<file path="config.mk">
export PLATFORM = sky130hd
export DESIGN_NAME = emtc_turns_counter
export DESIGN_NICKNAME = d
export VERILOG_FILES = /design/src/core/emtc_pkg.sv /design/src/core/emtc_turns_counter.sv
export VERILOG_INCLUDE_DIRS = /design/src /design/src/core
export SDC_FILE = /design/constraint.sdc
export NUM_CORES = 1
export LEC_CHECK = 0
export BUFFER_PORTS_ARGS = -buffer_cell sky130_fd_sc_hd__buf_2
export CORE_UTILIZATION = 46
export DETAILED_ROUTE_END_ITERATION = 6
export PLACE_DENSITY = 0.67
export SETUP_SLACK_MARGIN = 0.1
export SYNTH_ARGS = -nofsm -noshare
export SYNTH_HDL_FRONTEND = slang
export SYNTH_SLANG_ARGS = --single-unit
</file>
<file path="constraint.sdc">
create_clock -name pclk -period 10.07 [get_ports pclk]
set_input_delay 2.014 -clock pclk [delete_from_list [all_inputs] [get_ports pclk]]
set_output_delay 2.014 -clock pclk [all_outputs]
set_load 0.005 [all_outputs]
</file>
<file path="src/core/emtc_regs.svh">
/*
 Register offsets, field positions, reset values and limits of the
 encoder marker and turns counter block. Assumes a 32-bit APB slave with
 byte addresses and one register per aligned word.
*/
`ifndef EMTC_REGS_SVH
`define EMTC_REGS_SVH

// Byte offsets
`define EMTC_OFF_CTRL        12'h000
`define EMTC_OFF_TURNS       12'h004
`define EMTC_OFF_STATUS      12'h008
`define EMTC_OFF_MASK        12'h00C
`define EMTC_OFF_POS_LO      12'h010
`define EMTC_OFF_POS_HI      12'h014
`define EMTC_OFF_RATIO       12'h018
`define EMTC_OFF_AUTOCFG     12'h01C

// Control register fields
`define EMTC_CTRL_INHIBIT    0
`define EMTC_CTRL_MODE       1
`define EMTC_CTRL_LINEAR     2
`define EMTC_CTRL_TYPE_LO    4
`define EMTC_CTRL_TYPE_HI    7
`define EMTC_CTRL_POLES_LO   8
`define EMTC_CTRL_POLES_HI   15

// Status and mask fields
`define EMTC_ST_MARKER       0
`define EMTC_ST_WRAP         1

// Reset values
`define EMTC_RST_TURNS       8'h10
`define EMTC_RST_POLES       8'h06
`define EMTC_RST_CTRL        32'h0000_0600

// Limits
`define EMTC_MAX_TURNS_BITS  5'h10
`define EMTC_VISIBLE_MAX     8'hFF

`endif

</file>
<file path="src/core/emtc_pkg.sv">
/*
 Types of the encoder marker and turns counter block.
 Assumes the register header is compiled alongside.
*/
package emtc_pkg;

   // Encoder type selection
   typedef enum logic [3:0] {
      EMTC_QUADRATURE_INCREMENTAL           = 4'b0000,
      EMTC_FREQ_DIRECTION_INCREMENTAL       = 4'b0001,
      EMTC_FORWARD_REVERSE_INCREMENTAL      = 4'b0010,
      EMTC_QUADRATURE_WITH_COMMUTATION      = 4'b0011,
      EMTC_FREQ_DIRECTION_WITH_COMMUTATION  = 4'b0100,
      EMTC_FORWARD_REVERSE_WITH_COMMUTATION = 4'b0101,
      EMTC_SINE_COSINE_PLAIN                = 4'b0110,
      EMTC_SINE_COSINE_WITH_COMMS           = 4'b0111
   } emtc_enc_type_e;

   // Movement step from the counting front end
   typedef enum logic [1:0] {
      EMTC_STEP_NONE = 2'b00,
      EMTC_STEP_UP   = 2'b01,
      EMTC_STEP_DOWN = 2'b10,
      EMTC_STEP_RSV  = 2'b11
   } emtc_step_e;

   typedef logic [47:0] emtc_pos_t;

endpackage

</file>
<file path="src/core/emtc_turns_counter.sv">
/*
 Encoder position accumulator with marker handling, turns-bit masking,
 linear ratio override, APB register slave and a level interrupt.
 Assumes a counting front end that delivers one-cycle position steps of
 pos_step_size units of 1/2^32 turn, and a marker pin from the encoder.
*/
// Our own choices: the APB register port and the placing of the registers.
`timescale 1ns/10ps
`default_nettype none

`include "emtc_regs.svh"

// Operation
// - Marker resets position and sets flag; inhibit bit set means flag only
// - Hardware sets marker flag each marker; only software write clears it
// - Marker mode zero clears in-revolution and fine position, keeps revolutions
// - Marker mode one clears the whole 48-bit position
// - Marker acts only for the six incremental encoder types
// - Incremental or plain sine-cosine with zero turns bits holds revolutions at zero
// - Turns bits n lets revolutions reach 2^n-1 then wrap to zero
// - Turns bits above 16 treated as 16, wrapping after 65535
// - Rotary comms encoders use turns bits as multi-turn count and mask
// - Linear comms encoders apply no mask; full 16-bit revolutions
// - Auto-config ratio 256..65535 kept internally; visible setting shows 255
// - Auto-config enabled and saved runs at power-up and each initialization; here the power-up run ignores enable and saved
// - Large internal ratio ignores visible writes; cleared by power-up or small ratio
// - Linear revolution spans the configured motor poles; the poles field is not used here, the front end must scale the steps
// - Position kept as 48 bits: revolutions, position, fine position
// - Revolutions roll over under the turns-bit mask at each boundary
module emtc_turns_counter #(
   parameter int POS_W = 48
) (
   // Clock and reset
   input  wire logic                     pclk,
   input  wire logic                     presetn,
   // APB slave
   input  wire logic                     psel,
   input  wire logic                     penable,
   input  wire logic                     pwrite,
   input  wire logic [11:0]              paddr,
   input  wire logic [31:0]              pwdata,
   output logic      [31:0]              prdata,
   output logic                          pready,
   output logic                          pslverr,
   // Encoder side
   input  wire logic                     marker_in,
   input  wire emtc_pkg::emtc_step_e     pos_step,
   input  wire logic [31:0]              pos_step_size,
   input  wire logic                     drive_enabled,
   // Auto-configuration result
   input  wire logic                     encoder_init,
   input  wire logic                     autocfg_valid,
   input  wire logic [15:0]              autocfg_ratio,
   // Outputs
   output logic [POS_W-1:0]              position,
   output logic [15:0]                   linear_ratio,
   output logic                          irq
);
   import emtc_pkg::*;

   // Register state
   logic [31:0] ctrl_ff, nxt_ctrl;
   logic [7:0]  turns_ff, nxt_turns;
   logic [7:0]  turns_act_ff, nxt_turns_act;
   logic [1:0]  status_ff, nxt_status;
   logic [1:0]  mask_ff, nxt_mask;
   logic        autocfg_en_ff, nxt_autocfg_en;
   logic        autocfg_saved_ff, nxt_autocfg_saved;
   logic [15:0] ratio_ff, nxt_ratio;
   logic        override_ff, nxt_override;
   logic        pend_cfg_ff, nxt_pend_cfg;
   emtc_pos_t   pos_ff, nxt_pos;
   logic [2:0]  mk_sync_ff;
   logic        mk_state_ff, nxt_mk_state;
   logic [31:0] prdata_ff, nxt_prdata;

   // Decoded control
   logic           inhibit, mode_full, linear_sel;
   emtc_enc_type_e enc_type;
   logic           incr_type, marker_evt, wr_acc, rd_acc, addr_ok;
   logic [4:0]     tbits;
   logic [15:0]    rev_mask;
   logic [16:0]    rev_next_raw;
   logic [47:0]    pos_sum;
   logic           wrap_evt;

   assign inhibit    = ctrl_ff[`EMTC_CTRL_INHIBIT];
   assign mode_full  = ctrl_ff[`EMTC_CTRL_MODE];
   assign linear_sel = ctrl_ff[`EMTC_CTRL_LINEAR];
   assign enc_type   = emtc_enc_type_e'(ctrl_ff[`EMTC_CTRL_TYPE_HI:`EMTC_CTRL_TYPE_LO]);
   assign incr_type  = (ctrl_ff[`EMTC_CTRL_TYPE_HI:`EMTC_CTRL_TYPE_LO] <= 4'h5);
   assign wr_acc     = psel & penable & pwrite;
   assign rd_acc     = psel & ~penable & ~pwrite;
   assign pready     = 1'b1;
   assign pslverr    = 1'b0;
   assign prdata     = prdata_ff;
   assign position   = pos_ff;
   assign linear_ratio = ratio_ff;
   assign irq        = |(status_ff & mask_ff);

   // Marker pin synchroniser; the edge is judged on stages two and three
   always_ff @(posedge pclk or negedge presetn) begin
      if (!presetn) begin
         mk_sync_ff <= 3'h0;
      end else begin
         mk_sync_ff <= {mk_sync_ff[1:0], marker_in};
      end
   end

   // Filtered marker level and its rising edge
   always_comb begin
      nxt_mk_state = mk_state_ff;
      if (mk_sync_ff[1] == mk_sync_ff[2]) begin
         nxt_mk_state = mk_sync_ff[2];
      end
   end
   assign marker_evt = nxt_mk_state & ~mk_state_ff & incr_type;

   // Turns-bit count clamped at 16; zero means counter held except for linear comms encoders
   always_comb begin
      tbits = (turns_act_ff > 8'h10) ? `EMTC_MAX_TURNS_BITS : turns_act_ff[4:0];
      rev_mask = 16'(({1'b0, 16'hFFFF} >> (5'h10 - tbits)));
      if (linear_sel && enc_type == EMTC_SINE_COSINE_WITH_COMMS) begin
         rev_mask = 16'hFFFF;
      end
   end

   // Position accumulator; revolution field wraps under the turns mask
   always_comb begin
      nxt_pos = pos_ff;
      pos_sum = pos_ff;
      wrap_evt = 1'b0;
      rev_next_raw = {1'b0, pos_ff[47:32]};
      case (pos_step)
         EMTC_STEP_UP:   pos_sum = pos_ff + {16'h0000, pos_step_size};
         EMTC_STEP_DOWN: pos_sum = pos_ff - {16'h0000, pos_step_size};
         default:        pos_sum = pos_ff;
      endcase
      rev_next_raw = {1'b0, pos_sum[47:32]};
      if (pos_sum[47:32] != pos_ff[47:32] &&
          (pos_sum[47:32] & rev_mask) == 16'h0000 && rev_mask != 16'h0000) begin
         wrap_evt = ((pos_ff[47:32] & rev_mask) == rev_mask) || (pos_ff[47:32] == 16'h0000);
      end
      // Revolution units follow the pole span for linear types; front end scales steps
      nxt_pos = {rev_next_raw[15:0] & rev_mask, pos_sum[31:0]};
      if (marker_evt && !inhibit) begin
         if (mode_full) begin
            nxt_pos = 48'h0000_0000_0000;
         end else begin
            nxt_pos = {pos_ff[47:32] & rev_mask, 32'h0000_0000};
         end
      end
   end

   // Registers, interrupt status, ratio override and read data
   always_comb begin
      nxt_ctrl          = ctrl_ff;
      nxt_turns         = turns_ff;
      nxt_turns_act     = turns_act_ff;
      nxt_status        = status_ff;
      nxt_mask          = mask_ff;
      nxt_autocfg_en    = autocfg_en_ff;
      nxt_autocfg_saved = autocfg_saved_ff;
      nxt_ratio         = ratio_ff;
      nxt_override      = override_ff;
      nxt_pend_cfg      = pend_cfg_ff;
      nxt_prdata        = prdata_ff;
      addr_ok           = 1'b1;
      if (wr_acc) begin
         case (paddr)
            `EMTC_OFF_CTRL:    nxt_ctrl = pwdata;
            `EMTC_OFF_TURNS: begin
               if (!override_ff) begin
                  nxt_turns = pwdata[7:0];
                  nxt_ratio = {8'h00, pwdata[7:0]};
               end
            end
            `EMTC_OFF_STATUS:  nxt_status = status_ff & ~pwdata[1:0];
            `EMTC_OFF_MASK:    nxt_mask = pwdata[1:0];
            `EMTC_OFF_AUTOCFG: begin
               nxt_autocfg_en    = pwdata[0];
               nxt_autocfg_saved = pwdata[1];
            end
            default:           addr_ok = 1'b0;
         endcase
      end
      // The turns setting applies only while the drive is disabled
      if (!drive_enabled) begin
         nxt_turns_act = nxt_turns;
      end
      // Auto-configuration at power-up and each encoder initialisation
      if (encoder_init && autocfg_en_ff && autocfg_saved_ff) begin
         nxt_pend_cfg = 1'b1;
      end
      if (pend_cfg_ff && autocfg_valid) begin
         nxt_pend_cfg = 1'b0;
         nxt_ratio = autocfg_ratio;
         if (autocfg_ratio > 16'h00FF) begin
            nxt_turns    = `EMTC_VISIBLE_MAX;
            nxt_override = 1'b1;
         end else begin
            nxt_turns    = autocfg_ratio[7:0];
            nxt_override = 1'b0;
         end
      end
      // Hardware set wins over a same-cycle software clear
      if (marker_evt) begin
         nxt_status[`EMTC_ST_MARKER] = 1'b1;
      end
      if (wrap_evt) begin
         nxt_status[`EMTC_ST_WRAP] = 1'b1;
      end
      if (rd_acc) begin
         case (paddr)
            `EMTC_OFF_CTRL:    nxt_prdata = ctrl_ff;
            `EMTC_OFF_TURNS:   nxt_prdata = {24'h00_0000, turns_ff};
            `EMTC_OFF_STATUS:  nxt_prdata = {30'h0000_0000, status_ff};
            `EMTC_OFF_MASK:    nxt_prdata = {30'h0000_0000, mask_ff};
            `EMTC_OFF_POS_LO:  nxt_prdata = pos_ff[31:0];
            `EMTC_OFF_POS_HI:  nxt_prdata = {16'h0000, pos_ff[47:32]};
            `EMTC_OFF_RATIO:   nxt_prdata = {15'h0000, override_ff, ratio_ff};
            `EMTC_OFF_AUTOCFG: nxt_prdata = {30'h0000_0000, autocfg_saved_ff, autocfg_en_ff};
            default:           nxt_prdata = 32'h0000_0000;
         endcase
      end
   end

   // State registers
   always_ff @(posedge pclk or negedge presetn) begin
      if (!presetn) begin
         ctrl_ff          <= `EMTC_RST_CTRL;
         turns_ff         <= `EMTC_RST_TURNS;
         turns_act_ff     <= `EMTC_RST_TURNS;
         status_ff        <= 2'h0;
         mask_ff          <= 2'h0;
         autocfg_en_ff    <= 1'b0;
         autocfg_saved_ff <= 1'b0;
         ratio_ff         <= 16'h0010;
         override_ff      <= 1'b0;
         pend_cfg_ff      <= 1'b1; // Power-up run
         pos_ff           <= 48'h0000_0000_0000;
         mk_state_ff      <= 1'b0;
         prdata_ff        <= 32'h0000_0000;
      end else begin
         ctrl_ff          <= nxt_ctrl;
         turns_ff         <= nxt_turns;
         turns_act_ff     <= nxt_turns_act;
         status_ff        <= nxt_status;
         mask_ff          <= nxt_mask;
         autocfg_en_ff    <= nxt_autocfg_en;
         autocfg_saved_ff <= nxt_autocfg_saved;
         ratio_ff         <= nxt_ratio;
         override_ff      <= nxt_override;
         pend_cfg_ff      <= nxt_pend_cfg;
         pos_ff           <= nxt_pos;
         mk_state_ff      <= nxt_mk_state;
         prdata_ff        <= nxt_prdata;
      end
   end
endmodule

`default_nettype wire

</file>
# Word-level counts from Yosys, hierarchy flattened

Cells that the tools add are included.

Flip-flop bits (word level): 156
Input port bits: 103
Output and inout port bits: 99
Logic and storage cells: 103

Add/sub/neg operators: 3
$lt $le $gt $ge: 3
Equality and inequality tests: 14
Shifts and indexed selects: 1
Muxes and demuxes: 24
Bitwise logic cells: 14
Reduce and logical (&&, ||, !) cells: 28

Operators by type and width:

| operator              | number |
|---|---|
| $pmux 32 s8           | 1 |
| $mux 48               | 2 |
| $pmux 48 s2           | 1 |
| $mux 16               | 5 |
| $add 48x32->48        | 1 |
| $eq 12x5->1 const B   | 4 |
| $sub 48x32->48        | 1 |
| $mux 8                | 5 |
| $and 16x16->16        | 2 |
| $logic_not 16->1      | 2 |
| $eq 12x4->1 const B   | 2 |
| $eq 16x16->1          | 1 |
| $gt 16x8->1 const B   | 1 |
| $ne 16x16->1          | 1 |
| $reduce_bool 16->1    | 1 |
| $shr 16x5->16 const A | 1 |
| $reduce_bool 2->1     | 7 |
| $eq 12x3->1 const B   | 1 |
| $logic_not 12->1      | 1 |
| $reduce_and 2->1      | 5 |
| $gt 8x5->1 const B    | 1 |
| $logic_and 1x1->1     | 7 |
| $mux 1                | 7 |
| $and 1x1->1           | 6 |
| other kinds (17)      | 21 |

# Logic depth before layout (Yosys ltp)

Gate-level depths: netlist of the first run.

Depth in word-level cells: 12
Depth in mapped cells: 20
Mapped depth without buffers: 19

# Worst setup path after synthesis of the first run

OpenSTA, ideal clock, no wires.

Path type: in2reg
Start: input pos_step_size[6]
End: register status_ff[1]
Library setup time: 134 ps
Arrival time: 5963 ps
Data required time: 9936 ps
Slack: 3973 ps
Stages: 19
Buffers on the path: 1
Path through: nor4_1 -> and3_1 -> and2_1 -> and3_1 -> clkbuf_1 -> a21oi_1 -> xnor2_1 -> ha_1 -> nand4_2 -> or3_1 -> a2111o_1 -> a21oi_2 -> nor2_1 -> and3_1 -> nor3_2 -> nand4_1 -> nand4b_1 -> o41ai_2 -> a22oi_1

Cells in the longest elaborated chain, start to end: 9
Elaborated cells between the ends (all ways): 13
Classes of those cells: add/sub: 2; eq/ne: 1; mux: 3; bitwise: 1; reduce/logical: 6

RTL lines:

| what                                                    | line                                                 | source |
|---|---|---|
| start: declaration                                      | emtc_turns_counter.sv:48                             | `input wire logic [31:0] pos_step_size,` |
| $sub 48x32->48 / $add 48x32->48 (equally long branches) | emtc_turns_counter.sv:136, emtc_turns_counter.sv:135 |  |
| $pmux 48 s2 (*)                                         | emtc_turns_counter.sv:134                            | `case (pos_step)` |
| $and 16x16->16                                          | emtc_turns_counter.sv:141                            | `(pos_sum[47:32] & rev_mask) == 16'h0000 && rev_mask != 16'h0000) begin` |
| $logic_not 16->1                                        | emtc_turns_counter.sv:141                            |  |
| $logic_and 1x1->1 (*)                                   | emtc_turns_counter.sv:140                            | `if (pos_sum[47:32] != pos_ff[47:32] &&` |
| $logic_and 1x1->1 (*)                                   | emtc_turns_counter.sv:141                            |  |
| $mux 1 (*)                                              | emtc_turns_counter.sv:140                            |  |
| $reduce_bool 2->1 (no line)                             | -                                                    |  |
| $reduce_and 2->1 (no line)                              | -                                                    |  |
| end signal: assignment                                  | emtc_turns_counter.sv:248                            | `status_ff <= nxt_status;` |
| end: declaration                                        | emtc_turns_counter.sv:65                             | `logic [1:0] status_ff, nxt_status;` |

Mark *: on every way between the ends. The rest lies on a longest branch, timed or not.
A chain may end at the register's enable or synchronous reset.

# Worst setup path after layout of the first run

Ends and elaborated chain as after synthesis.

==> metrics, run 1 <==
total power=2.50 mW; async set or reset register ratio after synthesis=1.00; period utilization=0.699; Slew @ Worst Pin=1070 ps; num ports=202; Post-synth top cells=nand2_1, dfrtp_1, a21oi_1, nor2_1, o21ai_0; post-cts sizing count=0; fillers=between 2000 and 2500; nets=1754; DRC=0; Fmax=0.142 GHz; gp weighted congestion=0.998; most common flop cell mapped by yosys=dfrtp_1; Synth Instances=1440; Fin. Hold Viols=0; CTS clock-pin slew for the worst setup and hold paths=70 ps; synth unique cells=roughly 90; Non-Filler Instances=a little under 2000; fin util=0.542; count of final setup violators=0; CTS Buffer Depth=2; Seq/Total Area, Yosys=0.329; unrepaired setup endpoints after global routing=false; leakage=6.26 nW; Remaining Overflow, GRT=0; routed wire length=43000 um; Num CTS Buffers=17; Arr. time, crit path=7350 ps; first-pass GRT wire length=approximately 67000 um; most numerous cell in the Yosys netlist=nand2_1; postcts setup bufs=0; CTS tree=built; GRT Total Usage=0.328; Synthesized Nets=between 1500 and 2000; routed length per placed instance=22.2 um; total die area=approximately 26000 um^2; Antenna diodes=0; Synth area leader=dfrtp_1; Synth top area share=0.316; Post-DRT Antenna Nets=0; crit start category=primary input; slew margin rel.=0.282; Fin Setup TNS=0 ps; row cnt=58; register area=3910 um^2; clock latency on the worst-skew pair=440 ps; status=finished, final reports clean; PwrDens=182 nW/um^2; Max Slew Vio Count=0; Vias/cell=between 6 and 7; Crit path required time=just over 10000 ps; Crit. End Element=flip-flop; Post-synth EDFFs=0; top post-synthesis cells by area=dfrtp_1, a21oi_1, nand2_1; post-route cell area=13700 um^2; Clock Tree Root=clkbuf_16; post-synthesis register bit count=156; footprint of the multi-input gates=7530 um^2; syn avg cell area=8.25 um^2; RR Endpoint=status_ff[1]; min cycle time layout=7040 ps; Area after DPL=13100 um^2; worst hold path type=flip-flop to flip-flop; RR Startpoint=position[1]; die height=163 um; Port-buffer cells=199; initial antenna violation count=1; core area=25300 um^2; Crit Path Class=primary input to flip-flop; clk_skew=17.0 ps; CTS Sinks=between 150 and 200; Clock H-tree levels=4; hold-critical path depth=0; worst vdd ir=~0.11 mV; DRT Pass-1 Iters=7; Inst Count DP=1907; Reg2Reg Depth=12; layout cells sized above 1=0.213; Hold Path End=mk_sync_ff[1]; Area Growth Syn to Fin=15.3%; vias in the first global route=about 12000; dpl hpwl=32700 um; worst reg2reg setup slack=6070 ps; drt first-iter violations=1404; crit-path max FO=11; HP Start=mk_sync_ff[0]; Ys Warns=0; Die X=163 um; Starting Density=0.470; cts hold-fix bufs=0; largest net degree at the start of global routing=83; Max-Cap Viols=0; synthesized cell area=about 12000 um^2; DR vias=12100
[stage by stage]
step / hold slack, ps / setup WS (ps)
2_1_floorplan: 331 / 3970
3_3_place_gp: 346 / 2880
3_5_place_dp: 343 / 2780
4_1_cts: 359 / 3200
5_1_grt: 370 / 2700
6_report: 359 / 3030
[kinds of logic after synthesis]
kind of cell	Yosys count	synth area share
simple gates	526	0.211
compound gates	468	0.254
flops	156	0.329
buf+inv	101	0.0395
xor+xnor	80	0.0590
fa+ha+maj	56	0.0594
mux	51	0.0477
other cells	2	0.000632
[worst max-delay path by stage]
stage,startpoint,cells after the start,slack (ps),end
after floorplan,pos_step_size[6],19,3970,status_ff[1]
after global placement,pos_step_size[6],18,2880,status_ff[1]
after detailed placement,pos_step_size[6],18,2780,status_ff[1]
after CTS,pos_step_size[6],18,3200,status_ff[1]
after global routing,pos_step_size[6],17,2700,status_ff[1]
final,pos_step_size[6],18,3030,status_ff[1]
[worst max-delay path, stage by stage]
cell      delay [ps]
buf_2            120
nor4_1           910
nand4_1          400
nor3b_1          510
and4b_1          420
a21o_1           170
ha_1             360
nand2_1          250
o21ai_0          270
a21o_1           270
a21o_1           200
a21oi_1          380
nor3_1           110
a21oi_1          160
and3_1           190
nand4b_1         120
o41ai_2          370
a22oi_1          110
[cells in the final DEF (no fill, tap or decap), drive strengths merged, types with 6 or more instances in the layout]
cell type / synthesis / routed
a211oi: 9 / 9
a21o: 30 / 30
a21oi: 147 / 147
a221oi: 12 / 12
a222oi: 7 / 7
a22o: 12 / 12
a22oi: 35 / 35
a31o: 6 / 6
a31oi: 20 / 20
and3: 9 / 9
buf: 22 / 213
clkbuf: 52 / 17
clkinv: 0 / 9
dfrtp: 150 / 150
dfstp: 6 / 6
ha: 54 / 54
inv: 25 / 31
mux2: 45 / 45
mux2i: 6 / 6
nand2: 186 / 186
nand2b: 13 / 13
nand3: 26 / 26
nand4: 29 / 29
nor2: 143 / 143
nor2b: 7 / 7
nor3: 35 / 35
nor4: 27 / 27
o211ai: 8 / 8
o21a: 19 / 19
o21ai: 107 / 107
o21bai: 7 / 7
or2: 11 / 11
or3: 14 / 14
xnor2: 67 / 67
xor2: 13 / 13
[layer usage]
metal / global-route usage / up-vias / part of all wire
met5: 0 / - / 0.00030
met4: 0.0973 / 2 / 0.025
met3: 0.0591 / 85 / 0.083
met2: 0.534 / 597 / 0.47
met1: 0.443 / 5856 / 0.42
li1: - / 5600 / -
[registers in the layout, summed over array words and instances (netlist names)]
signal,cells
ctrl_ff,32
mk_state_ff,1
override_ff,1
position,48
mask_ff,2
autocfg_saved_ff,1
prdata,32
mk_sync_ff,3
turns_act_ff,8
autocfg_en_ff,1
pend_cfg_ff,1
status_ff,2
turns_ff,8
linear_ratio,16
[report_power, final]
group	switching (mW)	leakage, nW	internal, mW
registers	0.105	2.10	0.687
logic	0.622	3.86	0.391
clock network	0.348	0.305	0.344
total	1.07	6.26	1.42
[layout make-up]
| class | count | share of cell area |
|---|---|---|
| multi-input combinational | 1183 | 0.550 |
| sequential | 156 | 0.286 |
| timing repair buffer | 213 | 0.0809 |
| clock buffer | 17 | 0.0311 |
| tap | 330 | 0.0302 |
| clock inverter | 15 | 0.0154 |
| inverter | 25 | 0.00685 |
Power figures use the tool's default switching activity.
==> run 2: changes to the inputs <==
--- a/config.mk
+++ b/config.mk
@@ -6,6 +6,7 @@
 export SDC_FILE = /design/constraint.sdc
 export NUM_CORES = 1
 export LEC_CHECK = 0
+export ABC_AREA = 1
 export BUFFER_PORTS_ARGS = -buffer_cell sky130_fd_sc_hd__buf_2
 export CORE_UTILIZATION = 46
 export DETAILED_ROUTE_END_ITERATION = 6
==> constraint.sdc (replaced) <==
create_clock -name pclk -period 6.7 [get_ports pclk]
set_input_delay 1.34 -clock pclk [delete_from_list [all_inputs] [get_ports pclk]]
set_output_delay 1.34 -clock pclk [all_outputs]
set_load 0.005 [all_outputs]
==> metrics, run 2 <==
routed wire length=49500 um (+15%); Max-Cap Viols=0 (unchanged); DRT Pass-1 Iters=5 (-2); CP max-delay cell=inv_1; Seq/Total Area, Yosys=0.297 (-0.0322); min cycle time layout=5550 ps; Buf+Inv Stages, Crit Path=3 (+2); initial antenna violation count=3 (+2); nets=2404 (+37%); GRT Total Usage=0.346 (+0.0179); Synthesized Nets=2226 (+39%); most frequent CP cell=nand2_1; postcts setup bufs=0 (unchanged); Ys Warns=0 (unchanged); crit start category=primary input; worst setup margin=1150 ps (-1870 ps); drt first-iter violations=1254 (-11%); Fmax=0.180 GHz; Fin. Hold Viols=0 (unchanged); unrepaired setup endpoints after global routing=false; compound-gate portion of the synthesized area=0.121 (-0.132); Crit path max-delay family=simple AND/OR/NAND/NOR gates; Slew @ Worst Pin=1150 ps (+84.3 ps); routed length per placed instance=18.8 um (-15%); most frequent cells in the layout=nand2_1, inv_1, buf_2; Synth top area share=0.285 (-0.0309); xor and xnor area share after synthesis=0.0293 (-0.0297); most common flop cell mapped by yosys=dfrtp_1; top post-synthesis cells by area=dfrtp_1, nand2_1, inv_1; leakage=8.58 nW (+37%); DRC=0 (unchanged); status=finished, final reports clean; Vias/cell=5.40 (-14%); count of final setup violators=0 (unchanged); Num CTS Buffers=17 (unchanged); Post-Synth Simple-Gate Area=0.352 (+0.141); clk_skew=16.2 ps (-0.828 ps); syn avg cell area=6.37 um^2 (-23%); crit-path max FO=30 (+19); post-synthesis adder-cell area fraction=0.0536 (-0.00581); CP max stage delay=780 ps (-130 ps); first-pass GRT wire length=75500 um (+13%); synth unique cells=53 (-40%); post-route cell area=15100 um^2 (+10%); Die X=171 um (+5.2%); fillers=2973 (+23%); gp weighted congestion=0.988 (-1.0%); dpl hpwl=40200 um (+23%); CTS Sinks=156 (unchanged); slew margin rel.=0.231 (-0.0515); num ports=202 (unchanged); main combinational cell family by area after synthesis=simple AND/OR/NAND/NOR gates; total power=5.23 mW (+110%); Area after DPL=14500 um^2 (+11%); worst hold path type=flip-flop to flip-flop; post-cts sizing count=0 (unchanged); cts hold-fix bufs=0 (unchanged); Post-synth top cells=nand2_1, inv_1, dfrtp_1, nor2_1, nand3_1; layout cells sized above 1=0.134 (-0.0789); Largest register FFs=48 (unchanged); Synth Instances=2068 (+44%); row cnt=61 (+5.2%); Fin Setup TNS=0 ps (unchanged); Port-buffer cells=199 (unchanged); Synth area leader=dfrtp_1; PwrDens=346 nW/um^2 (+90%); most numerous cell in the Yosys netlist=nand2_1; Max Slew Vio Count=0 (unchanged); core area=27900 um^2 (+11%); Clock H-tree levels=4 (unchanged); worst vdd ir=0.176 mV (+67%); Crit Path Class=primary input to flip-flop; Clock Tree Root=clkbuf_16; period utilization=0.828; mux cell area share after synthesis=0.0197 (-0.0280); CTS Buffer Depth=2 (unchanged); pre-CTS WS=784 ps (-2000 ps); die height=171 um (+5.2%); Post-DRT Antenna Nets=0 (unchanged); Arr. time, crit path=5860 ps (-1490 ps); Remaining Overflow, GRT=0 (unchanged); async set or reset register ratio after synthesis=1.00 (unchanged); post-synthesis register bit count=156 (unchanged); clock latency on the worst-skew pair=450 ps (about the same); CTS clock-pin slew for the worst setup and hold paths=70 ps (about the same); DR vias=14200 (+17%); Critical Path, Cell by Cell=buf_2, inv_1, ha_1, inv_1, o21ai_0, o21ai_0, xnor2_1, ha_1, nand2_1, nor2_1, nand2_1, nor2_1, nand4_1, nand4_1, nand2_1, nand3_1, nand2_1, nor2_1, nand2_1, nor2_1, nand2_1, nand3_1, nand2_1; largest net degree at the start of global routing=84 (+1.2%); Crit path required time=7020 ps (-3360 ps); vias in the first global route=13500 (+17%); total die area=29300 um^2 (+11%); Post-synth EDFFs=0 (unchanged); register area=3910 um^2 (unchanged); Crit. End Element=flip-flop; footprint of the multi-input gates=7600 um^2 (+0.93%); Area Growth Syn to Fin=14.6%; CTS tree=built; synthesized cell area=13200 um^2 (+11%); commonest non-fill, non-tap cell in the layout=nand2_1; Starting Density=0.471 (+0.000961)
[run 2: worst reg2reg max path, cell delays in order, from the launching register on]
cell	delay (ps)
dfrtp_1	410
nand2_1	80
inv_1	50
nor2_1	90
nand3_1	160
nor2_2	820
inv_1	380
nor2_1	880
inv_1	260
o32ai_1	360
[run 2: metal layers]
layer  global-route usage  wire length, um  vias to the layer above
met5                    0               13                        -
met4                0.140             1820                        2
met3               0.0690             3900                       91
met2                0.554            22300                      608
met1                0.456            21400                     6605
li1                     -                -                     6932
[run 2: worst paths after layout]
check | startpoint | slack (ps) | cells after the start | to
setup / recovery | pos_step[0] | 1150 | 23 | status_ff[1]
hold / removal | mk_sync_ff[0] | 350 | 0 | mk_sync_ff[1]
setup reg to reg | ctrl_ff[5] | 3110 | 9 | position[35]
hold reg to reg | mk_sync_ff[0] | 350 | 0 | mk_sync_ff[1]
max in group asynchronous | presetn | 4260 | 2 | position[41]
min in group asynchronous | presetn | 940 | 1 | prdata[15]
[run 2: layout make-up]
class                   count  share of cell area
multi-input cells        1477               0.504
flip-flops and latches    156               0.259
inverters                 387              0.0963
repair buffers            207              0.0704
well taps                 378              0.0313
clock buffers              18              0.0291
clock inverters            14             0.00970
diodes                      2            0.000332
[run 2: cell families after synthesis]
logic type	after synthesis
fa+ha+maj	56
other cells	2
flops	156
simple gates	1084
buf+inv	435
mux	23
xor+xnor	44
compound gates	268
[run 2: stage by stage]
stage           util  std cells  hold slack (ps)
2_1_floorplan      -       2068              331
3_3_place_gp   0.519       2605              333
3_5_place_dp   0.519       2605              339
4_1_cts        0.540       2637              355
5_1_grt        0.540       2637              360
6_report       0.540       2639              352
[run 2: report_power, final]
| group | internal, mW | total (mW) | switching [mW] | leakage [nW] |
|---|---|---|---|---|
| clock | 0.538 | 1.01 | 0.470 | 0.294 |
| sequential | 1.14 | 1.42 | 0.280 | 2.02 |
| combinational | 0.893 | 2.79 | 1.90 | 6.27 |
| total | 2.57 | 5.23 | 2.65 | 8.58 |
==> run 3: changes to the inputs <==
==> constraint.sdc (replaced) <==
create_clock -name pclk -period 5.65 [get_ports pclk]
set_input_delay 1.13 -clock pclk [delete_from_list [all_inputs] [get_ports pclk]]
set_output_delay 1.13 -clock pclk [all_outputs]
set_load 0.005 [all_outputs]
==> metrics, run 3 (synthesized netlist as in run 2, its figures left out) <==
status=finished, final reports clean; CTS Sinks=156 (unchanged); layout cells sized above 1=0.136 (+0.00191); CP max-delay cell=ha_1; Fmax=0.202 GHz; Crit. End Element=flip-flop; DR vias=14200 (-0.14%); worst reg2reg setup slack=2360 ps (-750 ps); Fin Setup TNS=0 ps (unchanged); total die area=29300 um^2 (unchanged); commonest non-fill, non-tap cell in the layout=nand2_1; routed wire length=49000 um (-1.0%); CP max stage delay=420 ps (-360 ps); Clock power frac=0.195 (+0.002); min cycle time layout=approximately 5000 ps; nets=2409 (+0.21%); CTS tree=built; Port-buffer cells=199 (unchanged); clk_skew=18.0 ps (+1.85 ps); worst setup margin=698 ps (-454 ps); Inst Count DP=2610 (+0.19%); worst hold path type=flip-flop to flip-flop; Clock Tree Root=clkbuf_16; Max Slew Vio Count=0 (unchanged); slew margin rel.=0.205 (-0.0259); fin util=0.542 (+0.00166); RR Endpoint=status_ff[1]; core area=27900 um^2 (unchanged); Die X=171 um (unchanged); post-route cell area=15100 um^2 (+0.31%); hold_ws=353 ps (+1.91 ps); most frequent CP cell=nand2_1; total power=6.17 mW (+18%); cts hold-fix bufs=0 (unchanged); Non-Filler Instances=2642 (+0.11%); Crit Path Class=primary input to flip-flop; initial antenna violation count=1 (-2); gp weighted congestion=0.980 (-0.79%); Area Growth Syn to Fin=15.0%; count of final setup violators=0 (unchanged); DRC=0 (unchanged); hold-critical path depth=0 (unchanged); crit-path max FO=5 (-83%); dpl hpwl=39500 um (-1.7%); Fin. Hold Viols=0 (unchanged); Antenna diodes=0 (-2); Reg2Reg Depth=22 (+13); drt first-iter violations=1110 (-11%); worst vdd ir=0.183 mV (+4.1%); clock latency on the worst-skew pair=450 ps (about the same); Hold Path End=mk_sync_ff[1]; Starting Density=0.471 (unchanged); Remaining Overflow, GRT=0 (unchanged); Max-Cap Viols=0 (unchanged); Comb pwr share=0.534 (about the same); P_sw=3.16 mW (+19%); switching share of power=0.512 (+0.00461); most frequent cells in the layout=nand2_1, inv_1, buf_2; vias in the first global route=13600 (+0.42%); Vias/cell=5.38 (-0.25%); Largest register FFs=48 (unchanged); row cnt=61 (unchanged); Crit path required time=6030 ps (-990 ps); period utilization=0.877; post-cts sizing count=0 (unchanged); CTS Buffer Depth=2 (unchanged); Area after DPL=14500 um^2 (+0.26%); Pint=3.01 mW (+17%); HP Start=mk_sync_ff[0]; pre-CTS WS=314 ps (-469 ps); leakage=8.60 nW (+0.23%); DRT Pass-1 Iters=6 (+1); CTS clock-pin slew for the worst setup and hold paths=80 ps (about the same); Num CTS Buffers=17 (unchanged); GRT Total Usage=0.345 (-0.00118); fillers=2913 (-2.0%); first-pass GRT wire length=75800 um (+0.41%); num ports=202 (unchanged); largest net degree at the start of global routing=58 (-31%); sequential share of power=0.271 (about the same); die height=171 um (unchanged); Clock H-tree levels=4 (unchanged); postcts setup bufs=0 (unchanged); routed length per placed instance=18.5 um (-1.1%); Slew @ Worst Pin=1180 ps (+29.2 ps); unrepaired setup endpoints after global routing=false; Arr. time, crit path=5330 ps (-530 ps); PwrDens=408 nW/um^2 (+18%); Post-DRT Antenna Nets=0 (unchanged); RR Startpoint=position[0]; crit start category=primary input
run 3: changes by cell type in the layout (fill, tap and decap cells not counted), sizes merged, moves of 2 or more:
cell and change:
buf +5, diode -2, inv -4, clkinv +5
run 3: worst max path at each step:
stage | start | end
after floorplan | pos_step_size[1] | status_ff[1]
after global placement | pos_step_size[1] | status_ff[1]
after detailed placement | pos_step_size[1] | status_ff[1]
after CTS | pos_step_size[1] | status_ff[1]
after global routing | pos_step_size[1] | status_ff[1]
final | pos_step_size[1] | status_ff[1]
run 3: critical path, delay by kind of cell:
kind                       cells  cell delay (ps)
adders and majority gates      2              610
xor gates and xnor gates       1              260
and+or+nand+nor               18             2350
buffers and inverters          3              270
AOI/OAI and AO/OA              2              690
run 3: power groups by stage:
| stage | Clock (mW) | Sequential [mW] | Combinational [mW] |
|---|---|---|---|
| after detailed placement | 0 | 1.68 | 3.21 |
| final | 1.20 | 1.67 | 3.30 |
| after CTS | 1.22 | 1.66 | 3.24 |
| after global placement | 0 | 1.68 | 3.21 |
| after floorplan | 0 | 1.58 | 2.09 |
| after global routing | 1.25 | 1.70 | 3.66 |
run 3: per-layer routing:
layer,vias to the layer above,global-route usage,part of all wire
li1,6956,-,-
met1,6601,0.458,0.44
met2,567,0.557,0.45
met3,94,0.0580,0.077
met4,0,0.136,0.038
met5,-,0,0
run 3: layout make-up:
class,instances,area (um^2),share of cell area
clock buffers,17,425,0.0281
clock inverters,15,174,0.0115
inverters,387,1450,0.0960
multi-input cells,1477,7600,0.502
flip-flops and latches,156,3910,0.258
well taps,378,473,0.0312
repair buffers,212,1100,0.0727
